--- config.mk ---
export PLATFORM = sky130hd
export DESIGN_NAME = acsb_top
export DESIGN_NICKNAME = d
export VERILOG_FILES = /design/src/rtl/acsb_pkg.sv /design/src/rtl/acsb_sticky.sv /design/src/rtl/acsb_top.sv
export SDC_FILE = /design/constraint.sdc
export NUM_CORES = 1
export LEC_CHECK = 0
export BUFFER_PORTS_ARGS = -buffer_cell sky130_fd_sc_hd__clkbuf_2
export CAP_MARGIN = 5
export CORE_ASPECT_RATIO = 1.75
export CORE_MARGIN = 8
export CORE_UTILIZATION = 55
export DETAILED_ROUTE_END_ITERATION = 16
export MAX_ROUTING_LAYER = met4
export PLACE_DENSITY_LB_ADDON = 0.2
export SYNTH_ARGS = -nofsm -noshare
export SYNTH_HDL_FRONTEND = slang
export SYNTH_SLANG_ARGS = --single-unit
--- constraint.sdc ---
create_clock -name ref_clk -period 4.2 [get_ports ref_clk]
set_input_delay 0 -clock ref_clk [delete_from_list [all_inputs] [get_ports ref_clk]]
set_output_delay 0 -clock ref_clk [all_outputs]
set_load 0.005 [all_outputs]
--- src/rtl/acsb_pkg.sv ---
// constants and types for the amplifier control and status byte bank
package acsb_pkg;

    // -------------------------------------------------------------
    // byte counts and reset values
    // -------------------------------------------------------------
    localparam int         N_CTRL   = 3;
    localparam int         N_STAT   = 2;
    localparam logic [7:0] CB_RST   = 8'h00;
    localparam logic [7:0] SB_RST   = 8'h00;
    // bits with a defined function in each control byte
    localparam logic [7:0] CB1_USED = 8'hfb;
    localparam logic [7:0] CB2_USED = 8'hff;
    localparam logic [7:0] CB3_USED = 8'h9f;
    // status bits that survive a read
    localparam logic [7:0] SB1_KEEP = 8'h50;
    localparam logic [7:0] SB2_KEEP = 8'h10;

    // -------------------------------------------------------------
    // control byte field positions
    // -------------------------------------------------------------
    localparam int C1_OFFS_FAULT_INDICATOR_PIN = 7;
    localparam int C_OFFS_MON   = 6;
    localparam int C_CLIP_RPT   = 5;
    localparam int C1_FHOP      = 4;
    localparam int C1_TRIM      = 3;
    localparam int C_CH_DIS     = 1;
    localparam int C1_RUN       = 0;
    localparam int C2_OFFS_PROT = 7;
    localparam int C2_PREW_CLIP = 4;
    localparam int C2_PREW_SEL  = 3;
    localparam int C2_DCLD      = 2;
    localparam int C2_MUTE      = 0;
    localparam int C3_LATCH     = 7;
    localparam int C3_ACLD      = 4;
    localparam int C3_PH_HI     = 3;
    localparam int C3_PH_LO     = 1;
    localparam int C3_BDMOD     = 0;

    // -------------------------------------------------------------
    // status byte field positions
    // -------------------------------------------------------------
    localparam int S1_NOCTL = 7;
    localparam int S1_VALID = 6;
    localparam int S1_OVP   = 5;
    localparam int S2_OT    = 7;
    localparam int S2_PREW  = 6;
    localparam int S2_UVP   = 5;
    localparam int S_OPEN   = 4;
    localparam int S_SHORT  = 3;
    localparam int S1_OFFS  = 2;
    localparam int S_SUP    = 1;
    localparam int S_GND    = 0;

    // -------------------------------------------------------------
    // types
    // -------------------------------------------------------------
    typedef enum logic [1:0] {
        LD_IDLE = 2'b00,
        LD_RUN  = 2'b01,
        LD_DONE = 2'b11
    } acsb_ld_t;

    // events from the analog protection and diagnostic circuits
    typedef struct packed {
        logic       overvoltage_protection;
        logic       undervoltage_protection;
        logic       overtemp;
        logic       prewarn;
        logic [1:0] offs;
        logic [1:0] short_load;
        logic [1:0] short_sup;
        logic [1:0] short_gnd;
        logic [1:0] clip;
        logic [1:0] open_load;
        logic       ld_done;
        logic       ld_hang;
        logic       ac_hit;
        logic       out_start;
    } acsb_evt_t;

    // decoded controls towards the amplifier core
    typedef struct packed {
        logic       standby;
        logic       mute;
        logic [1:0] ch_en;
        logic       offs_fault_indicator_pin_en;
        logic       offs_prot_en;
        logic [1:0] offs_mon_en;
        logic       fhop_en;
        logic       trim_up;
        logic       prew_120;
        logic       dcld_start;
        logic       acld_en;
        logic [2:0] phase_sel;
        logic       bd_mod;
    } acsb_ctl_t;

endpackage

--- src/rtl/acsb_sticky.sv ---
// one status byte of sticky flags, clear-on-read with set priority
`timescale 1ns/1ps
module acsb_sticky
    import acsb_pkg::*;
#(
    parameter int         WIDTH = 8,
    parameter logic [7:0] RST   = SB_RST
) (
    input  wire logic             ref_clk,
    input  wire logic             rst_n,
    input  wire logic [WIDTH-1:0] set_i,
    input  wire logic [WIDTH-1:0] clr_i,
    output logic      [WIDTH-1:0] flag_q
);
    logic [WIDTH-1:0] flag_d;

    // set wins over a clear in the same cycle so no event is lost
    always_comb begin
        flag_d = (flag_q & ~clr_i) | set_i;
    end

    always_ff @(posedge ref_clk or negedge rst_n) begin
        if (!rst_n) begin
            flag_q <= RST[WIDTH-1:0];
        end else begin
            flag_q <= flag_d;
        end
    end
endmodule

--- src/rtl/acsb_top.sv ---
// control and diagnostic byte bank of the two-channel amplifier
`timescale 1ns/1ps
module acsb_top
    import acsb_pkg::*;
#(
    parameter int PIN_W = 3
) (
    input  wire logic             ref_clk,
    input  wire logic             rst_n,
    input  wire logic             xfer_start,
    input  wire logic             wr_valid,
    input  wire logic [7:0]       wr_byte,
    input  wire logic             rd_req,
    input  wire logic             parallel_mode,
    input  wire acsb_evt_t        evt,
    input  wire logic [PIN_W-1:0] addr_pin,
    input  wire logic [PIN_W-1:0] mode_pin,
    output logic      [7:0]       rd_byte,
    output logic                  rd_valid,
    output acsb_ctl_t             ctl,
    output logic                  fault_pin,
    output logic                  clip_pin,
    output logic      [PIN_W-1:0] addr_latched,
    output logic      [PIN_W-1:0] mode_latched
);
    // -------------------------------------------------------------
    // state
    // -------------------------------------------------------------
    typedef struct packed {
        logic [7:0]       cb1;
        logic [7:0]       cb2;
        logic [7:0]       cb3;
        logic [1:0]       wr_idx;
        logic [1:0]       rd_idx;
        logic [7:0]       rd_byte;
        logic             rd_valid;
        acsb_ctl_t        ctl;
        logic             fault_pin;
        logic             clip_pin;
        logic [PIN_W-1:0] addr_l;
        logic [PIN_W-1:0] mode_l;
        acsb_ld_t         ld_st;
        logic             valid;
        logic [1:0]       open_l;
        logic             dcld_prev;
    } acsb_st_t;

    acsb_st_t   s_q;
    acsb_st_t   s_d;
    logic [7:0] sb1_set;
    logic [7:0] sb2_set;
    logic [7:0] sb1_clr;
    logic [7:0] sb2_clr;
    logic [7:0] sb1_q;
    logic [7:0] sb2_q;
    logic [7:0] stat1;
    logic [7:0] stat2;
    logic       no_ctl;
    logic [1:0] offs_hit;

    // -------------------------------------------------------------
    // sticky fault flags
    // -------------------------------------------------------------
    acsb_sticky #(.WIDTH(8), .RST(SB_RST)) u_sb1 (
        .ref_clk (ref_clk),
        .rst_n   (rst_n),
        .set_i   (sb1_set),
        .clr_i   (sb1_clr),
        .flag_q  (sb1_q)
    );

    acsb_sticky #(.WIDTH(8), .RST(SB_RST)) u_sb2 (
        .ref_clk (ref_clk),
        .rst_n   (rst_n),
        .set_i   (sb2_set),
        .clr_i   (sb2_clr),
        .flag_q  (sb2_q)
    );

    // -------------------------------------------------------------
    // status byte assembly
    // -------------------------------------------------------------
    always_comb begin
        no_ctl = (s_q.cb1 == CB_RST) && (s_q.cb2 == CB_RST) && (s_q.cb3 == CB_RST);
        offs_hit[0] = evt.offs[0] & ~s_q.cb1[C_OFFS_MON];
        offs_hit[1] = evt.offs[1] & ~s_q.cb2[C_OFFS_MON];
        sb1_set = 8'h00;
        sb2_set = 8'h00;
        // supply protection, temperature and offset latch into sticky flags
        sb1_set[S1_OVP]  = evt.overvoltage_protection;
        sb1_set[S1_OFFS] = |offs_hit;
        sb2_set[S2_OT]   = evt.overtemp;
        sb2_set[S2_PREW] = evt.prewarn;
        sb2_set[S2_UVP]  = evt.undervoltage_protection;
        // parallel mode folds channel two into byte one
        if (parallel_mode) begin
            sb1_set[S_SHORT] = |evt.short_load;
            sb1_set[S_SUP]   = |evt.short_sup;
            sb1_set[S_GND]   = |evt.short_gnd;
        end else begin
            sb1_set[S_SHORT] = evt.short_load[0];
            sb2_set[S_SHORT] = evt.short_load[1];
            // supply and ground shorts per channel
            sb1_set[S_SUP]   = evt.short_sup[0];
            sb2_set[S_SUP]   = evt.short_sup[1];
            sb1_set[S_GND]   = evt.short_gnd[0];
            sb2_set[S_GND]   = evt.short_gnd[1];
        end
        // a read clears the byte except the load result bits
        sb1_clr = (rd_req && s_q.rd_idx == 2'd0) ? ~SB1_KEEP : 8'h00;
        sb2_clr = (rd_req && s_q.rd_idx == 2'd1) ? ~SB2_KEEP : 8'h00;
        stat1   = sb1_q & ~SB1_KEEP;
        stat2   = sb2_q & ~SB2_KEEP;
        // valid bit of byte one and level flags of both bytes
        stat1[S1_NOCTL] = no_ctl;
        stat1[S1_VALID] = s_q.valid;
        stat1[S_OPEN]   = parallel_mode ? |s_q.open_l : s_q.open_l[0];
        stat2[S_OPEN]   = parallel_mode ? 1'b0 : s_q.open_l[1];
        // bit two of byte two is reserved
        stat2[S1_OFFS]  = 1'b0;
    end

    // -------------------------------------------------------------
    // next state
    // -------------------------------------------------------------
    always_comb begin
        s_d          = s_q;
        s_d.rd_valid = 1'b0;
        if (xfer_start) begin
            s_d.wr_idx = 2'd0;
            s_d.rd_idx = 2'd0;
        end
        // control bytes accepted in order, extras ignored
        if (wr_valid && s_q.wr_idx < 2'(N_CTRL)) begin
            case (s_q.wr_idx)
                2'd0: begin
                    s_d.cb1 = wr_byte;
                end
                2'd1: begin
                    s_d.cb2 = wr_byte;
                end
                default: begin
                    s_d.cb3 = wr_byte;
                end
            endcase
            s_d.wr_idx = s_q.wr_idx + 2'd1;
        end
        // status one first, then status two
        if (rd_req) begin
            s_d.rd_valid = 1'b1;
            case (s_q.rd_idx)
                2'd0: begin
                    s_d.rd_byte = stat1;
                end
                2'd1: begin
                    s_d.rd_byte = stat2;
                end
                default: begin
                    s_d.rd_byte = 8'h00;
                end
            endcase
            if (s_q.rd_idx < 2'(N_STAT)) begin
                s_d.rd_idx = s_q.rd_idx + 2'd1;
            end
        end

        s_d.ctl.standby      = ~s_d.cb1[C1_RUN];
        s_d.ctl.mute         = s_d.cb1[C1_RUN] & s_d.cb2[C2_MUTE];
        // channel disable bits and modulation type
        s_d.ctl.ch_en        = {~s_d.cb2[C_CH_DIS], ~s_d.cb1[C_CH_DIS]};
        s_d.ctl.bd_mod       = s_d.cb3[C3_BDMOD];
        s_d.ctl.offs_fault_indicator_pin_en = ~s_d.cb1[C1_OFFS_FAULT_INDICATOR_PIN];
        s_d.ctl.offs_prot_en = ~s_d.cb2[C2_OFFS_PROT];
        s_d.ctl.offs_mon_en  = {~s_d.cb2[C_OFFS_MON], ~s_d.cb1[C_OFFS_MON]};
        s_d.ctl.fhop_en      = s_d.cb1[C1_FHOP];
        s_d.ctl.trim_up      = s_d.cb1[C1_TRIM];
        s_d.ctl.prew_120     = s_d.cb2[C2_PREW_SEL];
        s_d.ctl.acld_en      = s_d.cb3[C3_ACLD];
        // phase code passes through; codes 110 and 111 are undefined
        s_d.ctl.phase_sel    = s_d.cb3[C3_PH_HI:C3_PH_LO];

        // fault pin follows no-control bit and gated offset
        s_d.fault_pin = no_ctl | (sb1_q[S1_OFFS] & ~s_q.cb1[C1_OFFS_FAULT_INDICATOR_PIN]);
        // clip per channel, pre-warning, AC hit
        s_d.clip_pin  = (evt.clip[0] & ~s_q.cb1[C_CLIP_RPT])
                      | (evt.clip[1] & ~s_q.cb2[C_CLIP_RPT])
                      | (evt.prewarn & ~s_q.cb2[C2_PREW_CLIP])
                      | (evt.ac_hit & s_q.cb3[C3_ACLD]);

        if (s_q.cb3[C3_LATCH] || (evt.out_start && !s_q.cb3[C3_LATCH])) begin
            s_d.addr_l = addr_pin;
            s_d.mode_l = mode_pin;
        end

        s_d.dcld_prev = s_q.cb2[C2_DCLD];
        case (s_q.ld_st)
            LD_IDLE: begin
                // restart only when both channels are disabled as the enable rises
                if (s_q.cb2[C2_DCLD] && !s_q.dcld_prev
                    && s_q.cb1[C_CH_DIS] && s_q.cb2[C_CH_DIS]) begin
                    s_d.ld_st = LD_RUN;
                end
            end
            LD_RUN: begin
                // abort by supply protection or hang-up
                if (evt.undervoltage_protection || evt.overvoltage_protection || evt.ld_hang) begin
                    s_d.valid = 1'b0;
                    s_d.ld_st = LD_DONE;
                end else if (evt.ld_done) begin
                    s_d.valid  = 1'b1;
                    s_d.open_l = evt.open_load;
                    s_d.ld_st  = LD_DONE;
                end else if (!s_q.cb2[C2_DCLD]) begin
                    s_d.ld_st = LD_IDLE;
                end
            end
            LD_DONE: begin
                // clearing the enable releases a hang-up
                if (!s_q.cb2[C2_DCLD]) begin
                    s_d.ld_st = LD_IDLE;
                end
            end
            default: begin
                s_d.ld_st = LD_IDLE;
            end
        endcase
        s_d.ctl.dcld_start = (s_d.ld_st == LD_RUN);
    end

    always_ff @(posedge ref_clk or negedge rst_n) begin
        if (!rst_n) begin
            s_q           <= '0;
            s_q.cb1       <= CB_RST;
            s_q.cb2       <= CB_RST;
            s_q.cb3       <= CB_RST;
            s_q.ld_st     <= LD_IDLE;
            s_q.ctl       <= '0;
            s_q.ctl.standby <= 1'b1;
            s_q.ctl.ch_en   <= 2'b11;
            s_q.ctl.offs_fault_indicator_pin_en <= 1'b1;
            s_q.ctl.offs_prot_en <= 1'b1;
            s_q.ctl.offs_mon_en  <= 2'b11;
            s_q.fault_pin <= 1'b1;
        end else begin
            s_q <= s_d;
        end
    end

    // -------------------------------------------------------------
    // outputs
    // -------------------------------------------------------------
    assign rd_byte      = s_q.rd_byte;
    assign rd_valid     = s_q.rd_valid;
    assign ctl          = s_q.ctl;
    assign fault_pin    = s_q.fault_pin;
    assign clip_pin     = s_q.clip_pin;
    assign addr_latched = s_q.addr_l;
    assign mode_latched = s_q.mode_l;

    // -------------------------------------------------------------
    // checks
    // -------------------------------------------------------------
    chk_wr_first: assert property (
        @(posedge ref_clk) disable iff (!rst_n)
        wr_valid && !xfer_start && s_q.wr_idx == 2'd0 |=> s_q.cb1 == $past(wr_byte))
        else $error("first written byte not stored as control byte one");

    chk_rd_second: assert property (
        @(posedge ref_clk) disable iff (!rst_n)
        rd_req && !xfer_start && s_q.rd_idx == 2'd1 |=> rd_valid && rd_byte == $past(stat2))
        else $error("second read byte is not status byte two");

    chk_noctl_bit: assert property (
        @(posedge ref_clk) disable iff (!rst_n)
        rd_req && !xfer_start && s_q.rd_idx == 2'd0 && no_ctl |=> rd_byte[S1_NOCTL])
        else $error("no-control bit missing with all controls zero");

    chk_fault_pin: assert property (
        @(posedge ref_clk) disable iff (!rst_n)
        no_ctl |=> fault_pin)
        else $error("fault pin low while no-control bit set");

    chk_flag_hold: assert property (
        @(posedge ref_clk) disable iff (!rst_n)
        sb1_q[S_GND] && !(rd_req && s_q.rd_idx == 2'd0) |=> sb1_q[S_GND])
        else $error("ground short flag dropped without a read");

    chk_read_clear: assert property (
        @(posedge ref_clk) disable iff (!rst_n)
        rd_req && s_q.rd_idx == 2'd0 && sb1_set == 8'h00 |=> (sb1_q & ~SB1_KEEP) == 8'h00)
        else $error("status byte one not cleared by read");

    chk_keep_open: assert property (
        @(posedge ref_clk) disable iff (!rst_n)
        s_q.ld_st != LD_RUN |=> $stable(s_q.open_l) && $stable(s_q.valid))
        else $error("load result changed outside detection");

    chk_ld_abort: assert property (
        @(posedge ref_clk) disable iff (!rst_n)
        s_q.ld_st == LD_RUN && (evt.undervoltage_protection || evt.overvoltage_protection || evt.ld_hang) |=> !s_q.valid ##1 !s_q.valid)
        else $error("valid bit survived an aborted detection");

    chk_standby: assert property (
        @(posedge ref_clk) disable iff (!rst_n)
        wr_valid && !xfer_start && s_q.wr_idx == 2'd0 && !wr_byte[C1_RUN] |=> ctl.standby)
        else $error("standby not entered");

    chk_clip_ch1: assert property (
        @(posedge ref_clk) disable iff (!rst_n)
        evt.clip[0] && !s_q.cb1[C_CLIP_RPT] |=> clip_pin)
        else $error("channel one clip not reported");
endmodule

# Word-level counts from Yosys, hierarchy flattened
# Index checks and enable logic that the tools add are counted.
# word_totals
register_bits,84
# op_classes
addsub,2
magnitude_cmp,2
n_eq_ne,5
n_mux,22
bitwise,33
n_reduce_logical,33
# ops
cell,n
$mux 8,5
$mux 26,1
$logic_not 8->1,3
$and 8x8->8,2
$not 8->8,2
$pmux 8 s2,1
$not 1->1,15
$mux 2,6
$reduce_or 2->1,6
$mux 11,1
$logic_and 1x1->1,9
$and 1x1->1,8
$eq 2x1->1 const B,4
$or 8x6->8,1
$or 8x8->8,1
$reduce_and 2->1,4
$logic_not 2->1,3
$mux 3,2
$pmux 2 s3,1
$add 2x1->2 const B,2
$lt 2x2->1 const B,2
$mux 1,4
$mux 4,1
$or 1x1->1,4
5 further kinds,9

# Logic depth before layout (Yosys ltp)
# logic_depth
word_depth,7
ltp_mapped,6
ltp_nobuf,5

# Cells and area by module
# Synthesis repeated with hierarchy kept, for this count alone.
# hier_totals
hier_cells,269
area_unflattened_um2,3309.4
# modules_own_cells
mod,instances,cells_per_inst,area_each_um2,seq_area_each_um2
acsb_top,1,221,2728.9,1511.4
acsb_sticky,2,24,290.3,200.2

# Least setup slack after synthesis
# OpenSTA, ideal clock, no wires.
# synth_timing
path_kind,flip-flop to flip-flop
from,reg s_q[42] in the netlist's numbering
to,reg s_q[44] in the netlist's numbering
setup_time_ps,125
arrival_ps,1582
required_ps,4075
slack_ps,2493
stages_incl_launch_ff,5
cell_sequence,dfrtp_1 -> ha_1 -> or4b_1 -> buf_6 -> mux2_4
# synth_via
elab_chain_cells,4
elab_cells_between_ends,7
classes_between,order compare (1); eq/ne (1); mux (2); reduce/logical (3)
# synth_lines
element,line_no,source
from (decl),acsb_top.sv:48,acsb_st_t s_q;
$eq 2x1->1 / $logic_not 2->1 (equally long branches),acsb_top.sv:135,case (s_q.wr_idx)
$reduce_or 2->1 (no source line),--,
$mux 8,acsb_top.sv:135,
$mux 26 *,acsb_top.sv:134,if (wr_valid && s_q.wr_idx < 2'(N_CTRL)) begin
# Every way passes the cells marked *; elsewhere a longest branch is shown, timed or not.
# A chain may end at the register's enable or synchronous reset.

# Worst setup path after layout
# layout_timing
from,reg s_q[41] in the netlist's numbering
to,reg u_sb1.flag_q[0]
# layout_via
elab_chain_cells,6
# layout_lines
element,line_no,source
$logic_not 2->1,acsb_top.sv:110,sb1_clr = (rd_req && s_q.rd_idx == 2'd0) ? ~SB1_KEEP : 8'h00;
$logic_and 1x1->1,acsb_top.sv:110,
$mux 8,acsb_top.sv:110,
$not 8->8,acsb_sticky.sv:19,flag_d = (flag_q & ~clr_i) | set_i;
$and 8x8->8,acsb_sticky.sv:19,
$or 8x6->8,acsb_sticky.sv:19,
net u_sb1.flag_d[0],acsb_sticky.sv:15,logic [WIDTH-1:0] flag_d;
to (signal assigned),acsb_sticky.sv:24,flag_q <= RST[WIDTH-1:0];
to (signal assigned),acsb_sticky.sv:26,flag_q <= flag_d;
to (decl),acsb_sticky.sv:13,output logic [WIDTH-1:0] flag_q
# The timed path passes the listed nets, and every way through them passes these cells.

==> metrics.csv <==
metric;value;unit
run status;finished clean;
pin count of the biggest net entering global routing;39;
via count of the first global-routing pass;2266;
crit path cell chain;nand2b_1 -> or2_2 -> a221o_1 -> dlygate4sd3_1;
setup-violating endpoint count in the final report;0;
setup clock skew after layout;0.005140;ns
type of origin of the critical path;flop;
total global-route track usage;17.61;%
worst-case headroom to the max-slew limit;46.99;%
core area;5495;µm²
worst-skew pair later-pin latency;0.34;ns
Buffers & Inverters on Critical Path;1;
total standard cell area after synthesis;3073;µm²
post-route fraction of the period consumed by the critical path;49.43;%
Bufs on Longest Clock Path;2;
maximum frequency from static timing analysis;481.7;MHz
post-synthesis instance total;242;
PortBufs;73;
RSZ-0062 raised after global routing;no;
Filler Cells Inserted;457;
H-tree levels;3;
buffer cell driving the clock tree root;clkbuf_8;
most common library cell in the layout ignoring fill and taps;clkbuf_2;
initial standard-cell utilization of the core;55.92;%
Area after DPL;3278;µm²
x dimension of the die;72.51;µm
maximum vdd ir drop;0.4048;mV
Static Leak;0.001851;µW
Worst Max-Slew Pin Slew;0.7951;ns
post-synthesis to final-layout area growth;25.12;%
postcts setup bufs;0;
post-detail-place hpwl;4.563;mm
die extent in y;114.9;µm
count of final max-slew check failures;0;
I/O pin count;74;
most frequent cells in the layout;clkbuf_2 (72), dfrtp_1 (63), dlygate4sd3_1 (39);
number of storage elements in the synthesis netlist;71;
path class of the lowest-slack min-delay path;in -> reg;
critical-path maximum fanout;8;
final core occ;69.97;%
Crit path arrival time;2.29;ns
DRC;0;
sequential-to-total area share from yosys stat;58.14;%
critical setup path kind;reg -> reg;
per-cell routed wire length;15.94;µm
number of sinks handled by clock tree synthesis;71;
Synth Net Count;285;
First DRT Iteration DRCs;101;
endpoint type of the worst setup path;flop;
unique cell type count in the Yosys netlist;37;
Routed WL;6.535;mm
floorplan row count;36;
Antenna diodes;0;
post-route standard cell area excluding fillers;3845;µm²
CTS clock-pin slew for the worst setup and hold paths;0.07;ns
max-capacitance violation count;0;
Post-Synthesis Mean Instance Area;12.70;µm²
Final Hold Vio Count;0;
vias;2060;
min cycle time layout;2.076;ns
drt via density;5.024;
area of the die;8329;µm²
hold buffer count at CTS;39;
Crit-path slowest cell;dlygate4sd3_1;
number of nets in the layout;373;
Power, Total;2375;µW
CTS tree;built;
remaining antenna violation count after routing;0;
first-pass GRT wire length;10.90;mm
initial antenna violation count;0;
number of warning messages in the yosys log;0;
fraction of final layout cells with drive strength greater than 1;37.43;%
worst endpoint required time;4.41;ns
number of clock buffers inserted by TritonCTS;9;
final worst hold slack;0.01959;ns
drt first pass iters;4;
CP delay by family, top;simple AND/OR/NAND/NOR gates;
final weighted congestion in routability-driven placement;0.7847;
Gates resized, CTS repair;0;
setup total negative slack;0;ns
power per unit of standard cell area;617.7;nW/µm²
Remaining Overflow, GRT;0;
CP max stage delay;0.56;ns
==> power by group <==
group | leakage, µW | internal [µW] | switching [µW]
Sequential | 0.000827 | 990 | 195
Combinational | 0.000934 | 410 | 296
Clock | 0.0000898 | 261 | 223
Total | 0.00185 | 1660 | 715
==> path summary, 6_finish.rpt <==
path | slack [ns] | startpoint | end | cells past startpoint
setup / recovery | 2.12 | s_q[41] | u_sb1.flag_q[0] | 4
hold / removal | 0.02 | wr_valid | s_q[42] | 3
setup reg to reg | 2.12 | s_q[41] | u_sb1.flag_q[0] | 4
hold reg to reg | 0.46 | s_d[0] | s_q[0] | 0
max in group asynchronous | 2.94 | rst_n | ctl[12] | 3
min in group asynchronous | 0.30 | rst_n | rd_byte[1] | 2
==> registers in the layout, indices dropped and copies added (netlist names) <==
| signal | count |
|---|---|
| s_q | 31 |
| ctl | 11 |
| rd_byte | 8 |
| u_sb2.flag_q | 6 |
| u_sb1.flag_q | 5 |
| addr_latched | 3 |
| mode_latched | 3 |
| clip_pin | 1 |
| fault_pin | 1 |
| rd_valid | 1 |
| s_d | 1 |
==> cell usage after synthesis <==
master / number / area (µm²)
o221ai_1: 2 / 17.52
nor2_1: 3 / 11.26
a21oi_1: 3 / 15.01
mux2_4: 6 / 90.09
or4b_1: 1 / 10.01
a221oi_1: 1 / 8.760
nor4bb_1: 1 / 10.01
mux2i_1: 6 / 60.06
nand2_1: 10 / 37.54
nor2b_1: 1 / 6.260
o2111a_1: 1 / 11.26
o21a_1: 1 / 7.510
dfrtp_1: 63 / 1577
nor3_1: 1 / 5.000
buf_2: 3 / 15.01
nand3b_1: 6 / 45.04
nor4_1: 6 / 37.54
nor3b_1: 1 / 7.510
buf_4: 31 / 232.7
buf_6: 1 / 11.26
a22o_1: 1 / 8.760
dfstp_2: 8 / 210.2
nand3_1: 1 / 5.000
o41ai_1: 1 / 8.760
or2_2: 1 / 6.260
a21o_1: 5 / 37.54
nand2b_1: 3 / 18.77
inv_1: 23 / 86.33
clkbuf_1: 1 / 3.750
o22ai_1: 2 / 12.51
nand4_1: 2 / 12.51
ha_1: 3 / 37.54
a221o_1: 4 / 40.04
mux2_2: 24 / 270.3
o21ai_0: 8 / 40.04
o2bb2ai_1: 6 / 52.55
and3_1: 1 / 6.260
==> cells by family (layout without fill, tap and decap cells) <==
| family | count (synthesis) | after routing | synth area share (%) |
|---|---|---|---|
| AOI/OAI and AO/OA | 35 | 35 | 8.469 |
| adders and majority gates | 3 | 3 | 1.222 |
| DFF | 71 | 71 | 58.14 |
| buffers and inverters | 59 | 151 | 11.36 |
| and+or+nand+nor | 38 | 38 | 7.126 |
| muxes | 36 | 36 | 13.68 |
==> area by class of cell <==
| class | instances | area [µm²] | share of cell area [%] |
|---|---|---|---|
| sequential | 71 | 1787 | 46.47 |
| timing repair buffer | 113 | 763.2 | 19.85 |
| multi-input combinational | 112 | 937.1 | 24.37 |
| inverter | 23 | 86.33 | 2.245 |
| clock buffer | 15 | 176.4 | 4.588 |
| tap | 76 | 95.09 | 2.473 |
==> tightest hold or removal path, delay by kind of cell <==
family	cells	cell delay, ns
simple gates	1	0.11
buf+inv	1	0.11
compound gates	1	0.09
==> through the flow <==
| stage | setup WS, ns | instances |
|---|---|---|
| final | 2.124 | 410 |
| after detailed placement | 2.261 | 356 |
| after CTS | 2.114 | 410 |
| after global routing | 2.058 | 410 |
| after floorplan | 2.493 | 242 |
| after global placement | 2.314 | 356 |
==> per-layer routing <==
layer  GRT usage [%]  share of wire (%)  up-vias
met4           6.855                1.8        0
met3           5.764                4.6       10
met2           29.19                 53       52
li1                -                  -      985
met1           18.94                 40     1013
met5               -                  0        -
Note: power is estimated with default switching activity, not from simulation.
